[src/hw/clk_sel_defines.vh]
// Function
// - System clock comes from fast clock or sub clock per three-bit select field.
// - Fast clock comes from crystal or fast RC per fast source select bit.
// - Crystal runs only when crystal enable and radio power-up are both set.
// - Crystal halve bit divides crystal frequency by two for fast clock use; radio clock stays undivided.
// - Sub clock comes only from the slow RC oscillator, nominally 32kHz.
// - Divided fast clocks, ratios two up to 64, are system clock choices.
// - On sub clock, fast oscillator stops or keeps running per its enable bit.
// - In deep sleep, time base 0 runs from slow RC clock per watchdog enable.
// - One fast and one slow oscillator always selected; in deep sleep with watchdog enable clear no oscillator runs.
// - Fast RC gives fixed 8MHz; crystal runs at 16MHz.
// - Oscillator clocks also feed radio, watchdog and time base logic.
// - Crystal is the radio clock source as well as a fast source.
// - Select 000 undivided, 001 to 110 divide 2 to 64, 111 sub clock.
// - Fast source select 0 picks fast RC, 1 picks crystal while the crystal runs, else fast RC.
// - Fast idle enable decides if fast oscillator runs while CPU halted.
`ifndef CLK_SEL_DEFINES_VH
`define CLK_SEL_DEFINES_VH

// ************************************************
// Timing
// ************************************************
`define REF_CLK_KHZ       100000
`define XTAL_FREQ_KHZ     16000
`define FAST_RC_FREQ_KHZ  8000
`define SLOW_RC_FREQ_KHZ  32
// Tick periods in reference cycles, sized to the tick counter
`define XTAL_TICK_CYC     12'h006
`define FAST_RC_TICK_CYC  12'h00C
`define SLOW_RC_TICK_CYC  12'hC35

// ************************************************
// Register offsets
// ************************************************
`define ADDR_SYS_CLK_CTRL 8'h00
`define ADDR_XTAL_CTRL    8'h01
`define ADDR_CLK_STATUS   8'h02

// ************************************************
// Fields and reset values
// ************************************************
`define SCC_SEL_MSB       7
`define SCC_SEL_LSB       5
`define SCC_SRC_BIT       3
`define SCC_FIDLE_BIT     1
`define SCC_SIDLE_BIT     0
`define SCC_RESET         8'h20
`define SCC_WMASK         8'hEF
`define XC_EN_BIT         0
`define XC_RADIO_BIT      1
`define XC_HALVE_BIT      2
`define XC_FKEEP_BIT      3
`define XC_RESET          8'h00
`define XC_WMASK          8'h0F
`define SEL_FAST          3'h0
`define SEL_SUB           3'h7

`endif

[src/hw/system_clock_source_select.v]
// Our own choices: the register offsets and the plain strobed port.
`timescale 1ns/100ps
`include "clk_sel_defines.vh"

// ************************************************
// Oscillator tick generator
// ************************************************
module osc_tick #(
	parameter [11:0] DIV = 12'h0001
) (
	input  wire clk,
	input  wire rstN,
	input  wire run,
	output reg  tick_r
);
	reg [11:0] cnt_r;

	always @(posedge clk or negedge rstN) begin
		if (!rstN) begin
			cnt_r  <= 12'h000;
			tick_r <= 1'b0;
		end else if (!run) begin
			cnt_r  <= 12'h000;
			tick_r <= 1'b0;
		end else if (cnt_r == DIV - 12'h001) begin
			cnt_r  <= 12'h000;
			tick_r <= 1'b1;
		end else begin
			cnt_r  <= cnt_r + 12'h001;
			tick_r <= 1'b0;
		end
	end
endmodule

// ************************************************
// System clock source select
// ************************************************
module system_clock_source_select (
	input  wire       ref_clk,
	input  wire       reset_n,
	input  wire [7:0] regAddr,
	input  wire [7:0] regWrData,
	input  wire       regWrStrobe,
	input  wire       regRdStrobe,
	output wire [7:0] regRdData,
	input  wire       cpuHalt,
	input  wire       deepSleep,
	input  wire       wdtEnable,
	output wire       sysClkEn,
	output wire       fastClkEn,
	output wire       subClkEn,
	output wire       slowRcClkEn,
	output wire       radioClkEn,
	output wire       wdtClkEn,
	output wire       timeBase0ClkEn,
	output wire       crystalOscRun,
	output wire       fastRcOscRun,
	output wire       slowRcOscRun,
	output wire       clkSwitchBusy
);
	// ************************************************
	// Declarations
	// ************************************************
	localparam [1:0] ST_IDLE  = 2'h0;
	localparam [1:0] ST_DRAIN = 2'h1;
	localparam [1:0] ST_FILL  = 2'h2;

	localparam [11:0] XTAL_DIV = `XTAL_TICK_CYC;
	localparam [11:0] RC_DIV   = `FAST_RC_TICK_CYC;
	localparam [11:0] SLOW_DIV = `SLOW_RC_TICK_CYC;

	reg  [7:0] sccReg_r;
	reg  [7:0] xtalReg_r;
	reg  [7:0] rdData_r;
	reg  [1:0] state_r;
	reg  [1:0] state_nxt;
	reg  [2:0] curSel_r;
	reg        curSrc_r;
	reg  [5:0] divCnt_r;
	reg        halfPh_r;
	reg        xtalRun_r;
	reg        fastRun_r;
	reg        slowRun_r;
	reg        sysClkEn_r;
	reg        fastClkEn_r;
	reg        subClkEn_r;
	reg        slowRcClkEn_r;
	reg        radioClkEn_r;
	reg        wdtClkEn_r;
	reg        timeBase0ClkEn_r;
	reg        switchBusy_r;

	wire       xtalTick;
	wire       rcTick;
	wire       slowTick;
	wire [2:0] tgtSel;
	wire       tgtSrc;
	wire       xtalEff;
	wire       rawFastCur;
	wire       rawFastTgt;
	wire       subOn;
	wire       subTick;
	wire [5:0] curMask;
	wire       sysTick;
	wire       tgtRaw;
	wire       curLost;
	wire       adopt;
	wire       busy;
	wire       fastUse;
	wire       xtalRun_nxt;
	wire       fastRun_nxt;
	wire       slowRun_nxt;

	// Divide mask per select code
	function [5:0] selMask;
		input [2:0] sel;
		begin
			case (sel)
				3'h0:    selMask = 6'h00;
				3'h1:    selMask = 6'h01;
				3'h2:    selMask = 6'h03;
				3'h3:    selMask = 6'h07;
				3'h4:    selMask = 6'h0F;
				3'h5:    selMask = 6'h1F;
				3'h6:    selMask = 6'h3F;
				default: selMask = 6'h00;
			endcase
		end
	endfunction

	// ************************************************
	// Oscillators
	// ************************************************
	// crystal rate
	osc_tick #(.DIV(XTAL_DIV)) xtalOsc (
		.clk    (ref_clk),
		.rstN   (reset_n),
		.run    (xtalRun_r),
		.tick_r (xtalTick)
	);

	osc_tick #(.DIV(RC_DIV)) rcOsc (
		.clk    (ref_clk),
		.rstN   (reset_n),
		.run    (fastRun_r),
		.tick_r (rcTick)
	);

	osc_tick #(.DIV(SLOW_DIV)) slowOsc (
		.clk    (ref_clk),
		.rstN   (reset_n),
		.run    (slowRun_r),
		.tick_r (slowTick)
	);

	// ************************************************
	// Source selection
	// ************************************************
	assign tgtSel = sccReg_r[`SCC_SEL_MSB:`SCC_SEL_LSB];

	assign tgtSrc = sccReg_r[`SCC_SRC_BIT] & xtalRun_r;

	assign xtalEff = xtalTick & (~xtalReg_r[`XC_HALVE_BIT] | halfPh_r);

	assign rawFastCur = curSrc_r ? xtalEff : rcTick;
	assign rawFastTgt = tgtSrc ? xtalEff : rcTick;

	// sub clock from slow RC only
	assign subOn   = ~deepSleep & (~cpuHalt | sccReg_r[`SCC_SIDLE_BIT]);
	assign subTick = slowTick & subOn;

	assign curMask = selMask(curSel_r);
	assign sysTick = (curSel_r == `SEL_SUB) ? subTick :
	                 (rawFastCur & ((divCnt_r & curMask) == curMask));

	assign tgtRaw  = (tgtSel == `SEL_SUB) ? slowTick : rawFastTgt;
	assign curLost = (curSel_r != `SEL_SUB) & curSrc_r & ~xtalRun_r;
	assign adopt   = (state_r == ST_FILL) & tgtRaw;
	assign busy    = (state_r != ST_IDLE);

	// ************************************************
	// Oscillator enables
	// ************************************************
	// crystal needs both bits
	assign xtalRun_nxt = xtalReg_r[`XC_EN_BIT] & xtalReg_r[`XC_RADIO_BIT] & ~deepSleep;

	assign fastUse = cpuHalt ? sccReg_r[`SCC_FIDLE_BIT] :
	                 ((curSel_r != `SEL_SUB) | (tgtSel != `SEL_SUB) |
	                  xtalReg_r[`XC_FKEEP_BIT] | busy);

	assign fastRun_nxt = ~deepSleep & fastUse & (~curSrc_r | ~tgtSrc | busy);

	assign slowRun_nxt = wdtEnable | subOn;

	always @(posedge ref_clk or negedge reset_n) begin
		if (!reset_n) begin
			xtalRun_r <= 1'b0;
			fastRun_r <= 1'b1;
			slowRun_r <= 1'b1;
		end else begin
			xtalRun_r <= xtalRun_nxt;
			fastRun_r <= fastRun_nxt;
			slowRun_r <= slowRun_nxt;
		end
	end

	always @(posedge ref_clk or negedge reset_n) begin
		if (!reset_n) begin
			halfPh_r <= 1'b0;
		end else if (!xtalRun_r) begin
			halfPh_r <= 1'b0;
		end else if (xtalTick) begin
			halfPh_r <= ~halfPh_r;
		end
	end

	// ************************************************
	// Switch sequencer
	// ************************************************
	// end current period, start on target edge
	always @* begin
		state_nxt = state_r;
		case (state_r)
			ST_IDLE: begin
				if ((tgtSel != curSel_r) || (tgtSrc != curSrc_r)) begin
					state_nxt = ST_DRAIN;
				end
			end
			ST_DRAIN: begin
				if (sysTick || curLost) begin
					state_nxt = ST_FILL;
				end
			end
			ST_FILL: begin
				if (tgtRaw) begin
					state_nxt = ST_IDLE;
				end
			end
			default: state_nxt = ST_IDLE;
		endcase
	end

	always @(posedge ref_clk or negedge reset_n) begin
		if (!reset_n) begin
			state_r      <= ST_IDLE;
			curSel_r     <= 3'h1;
			curSrc_r     <= 1'b0;
			switchBusy_r <= 1'b0;
		end else begin
			state_r      <= state_nxt;
			// Busy flag registered so the pin comes from a flop
			switchBusy_r <= (state_nxt != ST_IDLE);
			if (adopt) begin
				curSel_r <= tgtSel;
				curSrc_r <= tgtSrc;
			end
		end
	end

	// Restart divider so first divided period is whole
	always @(posedge ref_clk or negedge reset_n) begin
		if (!reset_n) begin
			divCnt_r <= 6'h00;
		end else if (adopt) begin
			divCnt_r <= 6'h00;
		end else if (rawFastCur) begin
			divCnt_r <= divCnt_r + 6'h01;
		end
	end

	// ************************************************
	// Clock enable outputs
	// ************************************************
	always @(posedge ref_clk or negedge reset_n) begin
		if (!reset_n) begin
			sysClkEn_r       <= 1'b0;
			fastClkEn_r      <= 1'b0;
			subClkEn_r       <= 1'b0;
			slowRcClkEn_r    <= 1'b0;
			radioClkEn_r     <= 1'b0;
			wdtClkEn_r       <= 1'b0;
			timeBase0ClkEn_r <= 1'b0;
		end else begin
			sysClkEn_r    <= sysTick & ~cpuHalt & (state_r != ST_FILL);
			fastClkEn_r   <= rawFastCur;
			subClkEn_r    <= subTick;
			slowRcClkEn_r <= slowTick;
			radioClkEn_r  <= xtalTick;
			// Watchdog has no function in deep sleep
			wdtClkEn_r    <= slowTick & wdtEnable & ~deepSleep;
			timeBase0ClkEn_r <= deepSleep ? (slowTick & wdtEnable) : rawFastCur;
		end
	end

	// ************************************************
	// Register port
	// ************************************************
	always @(posedge ref_clk or negedge reset_n) begin
		if (!reset_n) begin
			sccReg_r <= `SCC_RESET;
		end else if (regWrStrobe && (regAddr == `ADDR_SYS_CLK_CTRL)) begin
			sccReg_r <= regWrData & `SCC_WMASK;
		end
	end

	always @(posedge ref_clk or negedge reset_n) begin
		if (!reset_n) begin
			xtalReg_r <= `XC_RESET;
		end else if (regWrStrobe && (regAddr == `ADDR_XTAL_CTRL)) begin
			xtalReg_r <= regWrData & `XC_WMASK;
		end
	end

	// Data valid only the cycle after the strobe
	always @(posedge ref_clk or negedge reset_n) begin
		if (!reset_n) begin
			rdData_r <= 8'h00;
		end else if (regRdStrobe) begin
			case (regAddr)
				`ADDR_SYS_CLK_CTRL: rdData_r <= sccReg_r;
				`ADDR_XTAL_CTRL:    rdData_r <= xtalReg_r;
				`ADDR_CLK_STATUS:   rdData_r <= {curSrc_r, curSel_r, busy,
				                                 slowRun_r, fastRun_r, xtalRun_r};
				default:            rdData_r <= 8'h00;
			endcase
		end else begin
			rdData_r <= 8'h00;
		end
	end

	assign regRdData      = rdData_r;
	assign sysClkEn       = sysClkEn_r;
	assign fastClkEn      = fastClkEn_r;
	assign subClkEn       = subClkEn_r;
	assign slowRcClkEn    = slowRcClkEn_r;
	assign radioClkEn     = radioClkEn_r;
	assign wdtClkEn       = wdtClkEn_r;
	assign timeBase0ClkEn = timeBase0ClkEn_r;
	assign crystalOscRun  = xtalRun_r;
	assign fastRcOscRun   = fastRun_r;
	assign slowRcOscRun   = slowRun_r;
	assign clkSwitchBusy  = switchBusy_r;
endmodule

[config.mk]
export PLATFORM = sky130hd
export DESIGN_NAME = system_clock_source_select
export DESIGN_NICKNAME = d
export VERILOG_FILES = /design/src/hw/system_clock_source_select.v
export VERILOG_INCLUDE_DIRS = /design/src /design/src/hw
export SDC_FILE = /design/constraint.sdc
export NUM_CORES = 1
export LEC_CHECK = 0
export BUFFER_PORTS_ARGS = -buffer_cell sky130_fd_sc_hd__buf_2
export CAP_MARGIN = 20
export CORE_MARGIN = 1
export CORE_UTILIZATION = 58
export CTS_CLUSTER_SIZE = 16
export DETAILED_ROUTE_END_ITERATION = 7
export PLACE_DENSITY_LB_ADDON = 0.15
export SLEW_MARGIN = 0
export SYNTH_ARGS = -nofsm -noshare
export SYNTH_HDL_FRONTEND = slang
export SYNTH_SLANG_ARGS = --single-unit
[constraint.sdc]
create_clock -name ref_clk -period 2.3 [get_ports ref_clk]
set_input_delay 0.46 -clock ref_clk [delete_from_list [all_inputs] [get_ports ref_clk]]
set_output_delay 0.46 -clock ref_clk [all_outputs]
set_load 0.01 [all_outputs]
== Word level (Yosys, flattened, before mapping) ==
Cells that the tools add are included.
Storage, ports and cells
  output and inout bits: 19
  flip-flop bits (word level): 82
  word-level logic and storage cells: 121
  bits of input ports: 23
Cells by class
  mux-type cells: 29
  $add $sub $neg: 4
  equal/unequal tests: 22
  bitwise gates (word level): 32
  reduce and logical (&&, ||, !) cells: 9
Operator list (number)
  12-bit 2-to-1 mux: 6
  12-bit by 1-bit adder with 12-bit output, second input constant: 3
  6-bit one-hot mux with 6 select lines: 1
  8-bit one-hot mux with 3 select lines: 1
  1-bit AND: 16
  3-bit equality test, second input constant: 5
  1-bit 2-to-1 mux: 14
  12-bit equality test, second input constant: 1
  12-bit by 3-bit equality test with 1-bit output, second input constant: 1
  12-bit by 4-bit equality test with 1-bit output, second input constant: 1
  6-bit 2-to-1 mux: 2
  8-bit by 1-bit equality test with 1-bit output, second input constant: 1
  8-bit by 2-bit equality test with 1-bit output, second input constant: 1
  8-bit logical NOT: 1
  8-bit 2-to-1 mux: 1
  1-bit OR: 8
  1-bit inverter: 7
  6-bit by 1-bit adder with 6-bit output, second input constant: 1
  6-bit AND: 1
  3-bit by 2-bit equality test with 1-bit output, second input constant: 2
  6-bit equality test: 1
  2-bit 2-to-1 mux: 3
  3-bit != test, second input constant: 2
  2-bit one-hot mux with 3 select lines: 1
  11 further kinds: 15

== Depth between registers and ports, before layout ==
  depth in word-level cells: 10
  depth in mapped cells: 7
  gate-level depth less buffers: 6

== Hierarchy ==
Synthesis repeated with hierarchy kept, for this count alone.
Second synthesis, totals
  cells, all modules: 368
  area total of the unflattened synthesis: 3927.5 um^2
Modules (own cells, without submodules)
  system_clock_source_select: cells each 176, instances 1, area each 1953.1 um^2
  osc_tick at slowOsc: cells each 67, instances 1, area each 679.4 um^2
  osc_tick at xtalOsc: cells each 63, instances 1, area each 655.6 um^2
  osc_tick at rcOsc: cells each 62, instances 1, area each 639.4 um^2

== Least setup slack after synthesis ==
No wires, ideal clock.
  kind: reg-to-reg
  start: register xtalRun_r, in the netlist crystalOscRun
  end: register curSel_r[1]
  slack: 547 ps
  cell stages (with the launch flop): 6
  arrival: 1629 ps
  required time: 2175 ps
  setup time: 125 ps
  cell sequence: dfrtp_1 and2_4 nand2b_1 a31o_2 nor3_4 mux2_2
On the way
  word-level cells in the longest chain between the ends: 4
RTL lines
  from (decl): RTL line system_clock_source_select.v:81  | reg xtalRun_r;
  from (signal assigned): RTL line system_clock_source_select.v:201  | xtalRun_r <= xtalRun_nxt;
  1-bit AND: RTL line system_clock_source_select.v:161  | assign tgtSrc = sccReg_r[`SCC_SRC_BIT] & xtalRun_r;
  via tgtSrc: RTL line system_clock_source_select.v:97  | wire tgtSrc;
  1-bit 2-to-1 mux: RTL line system_clock_source_select.v:166  | assign rawFastTgt = tgtSrc ? xtalEff : rcTick;
  1-bit 2-to-1 mux: RTL line system_clock_source_select.v:176  | assign tgtRaw = (tgtSel == `SEL_SUB) ? slowTick : rawFastTgt;
  1-bit AND: RTL line system_clock_source_select.v:178  | assign adopt = (state_r == ST_FILL) & tgtRaw;
  to (signal assigned): RTL line system_clock_source_select.v:254  | curSel_r <= tgtSel;
  to (decl): RTL line system_clock_source_select.v:77  | reg [2:0] curSel_r;
The timed path passes the listed nets, and every way through them passes these cells.
A chain may end at the register's enable or synchronous reset.

== Worst setup path after layout ==
  start: register xtalRun_r, in the netlist crystalOscRun
  end: register curSel_r[2]
Same word-level chain as after synthesis.

==> metrics.md <==
| Metric | Value |
|---|---|
| CTS H-Tree Depth | `3` |
| Buf/Inv on CP | `0` |
| Setup Crit Path Kind | `flip-flop to flip-flop` |
| Gate power share | `6.6%` |
| Clk_skew | `7.52 ps` |
| Worst skew pair latency | `roughly 340 ps` |
| Setup crit start kind | `flip-flop` |
| Pwr Density | `636 mW/mm^2` |
| Clk root buf | `clkbuf_8` |
| Share of flip-flops with an asynchronous set or reset | `100%` |
| Post-Route WL | `6600 um` |
| Postcts setup bufs | `0` |
| Crit-path cells | `and2_4 -> nand2b_1 -> a31o_2 -> nor3_4 -> mux2_2` |
| Flop pwr share | `57.4%` |
| P_sw | `0.000628 W` |
| Row count | `28` |
| Area of the multi-input gates | `around 0.0016 sq mm` |
| Wire per inst | `13.8 um` |
| Hold-fix buffers at CTS | `0` |
| Yosys warning count | `0` |
| CP required | `2530 ps` |
| Compound-cell area share of the yosys netlist | `4.08%` |
| Vias in the first global route | `about 2400` |
| Final core occ | `69.2%` |
| GRT overflow | `0` |
| Cell family with most CP delay | `simple AND/OR/NAND/NOR gates` |
| Syn_nets | `383` |
| Final Hold Vio Count | `0` |
| Final-report setup violation count | `0` |
| R2R depth | `5` |
| Crit end category | `flip-flop` |
| Global Route Usage Sum | `about 22%` |
| CP arrival | `2130 ps` |
| FF-to-FF End | `curSel_r[2]` |
| Synth top area share | `52.5%` |
| CP max FO | `10` |
| Worst slew pin tran | `just over 600 ps` |
| #FFs+latches synth | `about 80` |
| Clock sink total | `82` |
| Core box area | `0.00606 sq mm` |
| Unique cell type count in the Yosys netlist | `41` |
| Die X | `82.0 um` |
| Worst min path class | `input pin to async pin` |
| Top Ports | `between 40 and 50` |
| Peak supply drop | `421 uV` |
| Final worst-path cycle share | `82.6%` |
| Fill count | `467` |
| Synth Cell Area | `0.00371 sq mm` |
| Initial antenna violation count | `0` |
| First-pass GRT wire length | `around 11000 um` |
| Count leader, synth | `dfrtp_1` |
| Multiplexer area fraction after synthesis | `between 6 and 7%` |
| Drt drc | `0` |
| Sequential cell area | `~0.0021 sq mm` |
| Total die area | `0.00673 sq mm` |
| CTS tree | `built` |
| GP Congestion | `0.828` |
| Largest net degree at the start of global routing | `51` |
| Syn avg cell area | `10.5 sq um` |
| Final critical-path required period | `around 1900 ps` |
| Ys flop type | `dfrtp_1` |
| Unrepaired setup endpoints after global routing | `no` |
| Fin. max-slew vios | `0` |
| 1st-iter DRT viols | `about 150` |
| Reg2reg start | `crystalOscRun` |
| Cell taking the most area after synthesis | `dfrtp_1` |
| Synth-to-Final Area Change | `12.8%` |
| Vias per cell | `5.45` |
| Fin nets | `428` |
| EDFF count, synth | `0` |
| I/O Buffers | `40` |
| Main combinational cell family by area after synthesis | `simple AND/OR/NAND/NOR gates` |
| Sequential share of the synthesized area | `55.4%` |
| Die height | `between 80 and 90 um` |
| Post_cts resized | `0` |
| N_diodes | `0` |
| Sw Share | `23.6%` |
| Post-route design area | `0.00419 sq mm` |
| Synth top area cells | `dfrtp_1, nor2_1, xor2_1` |
| Worst-path clk slew | `roughly 80 ps` |
| Xor and xnor area share after synthesis | `9.20%` |
| Clk buf depth | `2` |
| HPWL Detailed | `~4700 um` |
| Cts bufs inserted | `9` |
| Max cap viols | `0` |
| Simple-gate share of the synthesized area | `20.2%` |
| Leak pwr | `1.98 nW` |
| Synth top cells by count | `dfrtp_1, nor2_1, xor2_1, nand2_1, nand3_1` |
| Placed Area | `between 0.004 and 0.005 sq mm` |
| Outcome | `finished, final reports clean` |
| Clock power share | `between 30% and 40%` |
| CP max-delay cell | `dfrtp_1` |
| Post-route ant nets | `0` |
| Post-synthesis cell count | `between 300 and 400` |
| CP startpoint | `crystalOscRun` |
| DR vias | `2604` |
| Pint | `0.00204 W` |
| Pre-antenna DRT Iters | `4` |
| Initial core utilization | `61.3%` |
| Max frequency | `526 MHz` |
| Max stage delay on crit path | `430 ps` |
| Share of layout cells above drive strength 1 | `around a fifth` |
| R2R Setup Slk | `about 400 ps` |
| TNS Setup | `0 ps` |
| Adder-cell share of the synthesized area | `2.36%` |
| Headroom to the max-slew limit | `approximately three fifths` |
layer usage:
metal	global-route usage, %	vias to the layer above	wire (um)
met5	0	-	0
met3	5.56	6	352
met2	33.8	53	3050
met4	7.54	0	80
met1	31.2	1268	3120
li1	-	1277	-
stage by stage:
step                std cells  power (W)  setup slack [ps]  hold WS, ps
floorplan                 353    0.00165               547          164
CTS                       478    0.00268               401          160
global route              478    0.00279               315          180
finish                    478    0.00266               400          128
detailed placement        462    0.00174               405          437
global placement          462    0.00173               420          430
registers in the layout, summed over array words and instances (netlist names), 2 cells and up:
name and cells:
regRdData 8, divCnt_r 6, sccReg_r 7, xtalReg_r 4
state_r 2, rcOsc.cnt_r 12, curSel_r 3, xtalOsc.cnt_r 12
slowOsc.cnt_r 12
power groups by stage:
stage / clock network (W) / logic [W] / registers, W
after floorplan: 0 / 0.0000909 / 0.00155
after global placement: 0 / 0.000177 / 0.00156
after detailed placement: 0 / 0.000179 / 0.00156
after CTS: 0.000970 / 0.000180 / 0.00153
after global routing: 0.00104 / 0.000207 / 0.00154
final: 0.000958 / 0.000176 / 0.00153
cells by family (layout without fill, tap and decap cells):
group / Yosys count / after routing
AND/OR/NAND/NOR: 159 / 159
flip-flops: 82 / 82
XOR/XNOR: 39 / 39
AO/OA/AOI/OAI: 23 / 23
multiplexers: 23 / 23
buffers and inverters: 20 / 70
adder cells (fa/ha/maj): 7 / 7
worst max path at each step:
stage / endpoint / slack [ps] / cells after the start
after floorplan: curSel_r[1] / 550 / 5
after global placement: curSel_r[2] / 420 / 5
after detailed placement: curSel_r[1] / 410 / 5
after CTS: curSel_r[2] / 400 / 5
after global routing: curSel_r[2] / 320 / 5
final: curSel_r[2] / 400 / 5
placed cells by master, fill, tap and decap left out, drive strengths merged, types with 3 or more instances in the layout:
master	instances
nand3	23
inv	11
buf	43
nor3	11
nand2b	4
ha	7
nand2	26
nand4	5
xnor2	11
dfstp	4
nor2b	5
mux2	15
nor4	3
a21oi	5
nor2	68
clkbuf	14
and2	3
and3	3
dfrtp	78
o21ai	6
mux2i	8
xor2	28
area by class of cell:
type	count	share of cell area, %
sequential	82	49.1
multi-input combinational	251	37.7
timing repair buffer	43	5.67
clock buffer	14	4.12
tap	75	2.24
inverter	11	0.985
clock inverter	2	0.239
worst register-to-register path: stages (launching register included):
cell      delay (ps)
dfrtp_1          430
and2_4           190
nand2b_1         130
a31o_2           280
nor3_4           380
mux2_2           390
Power figures use the tool's default switching activity.
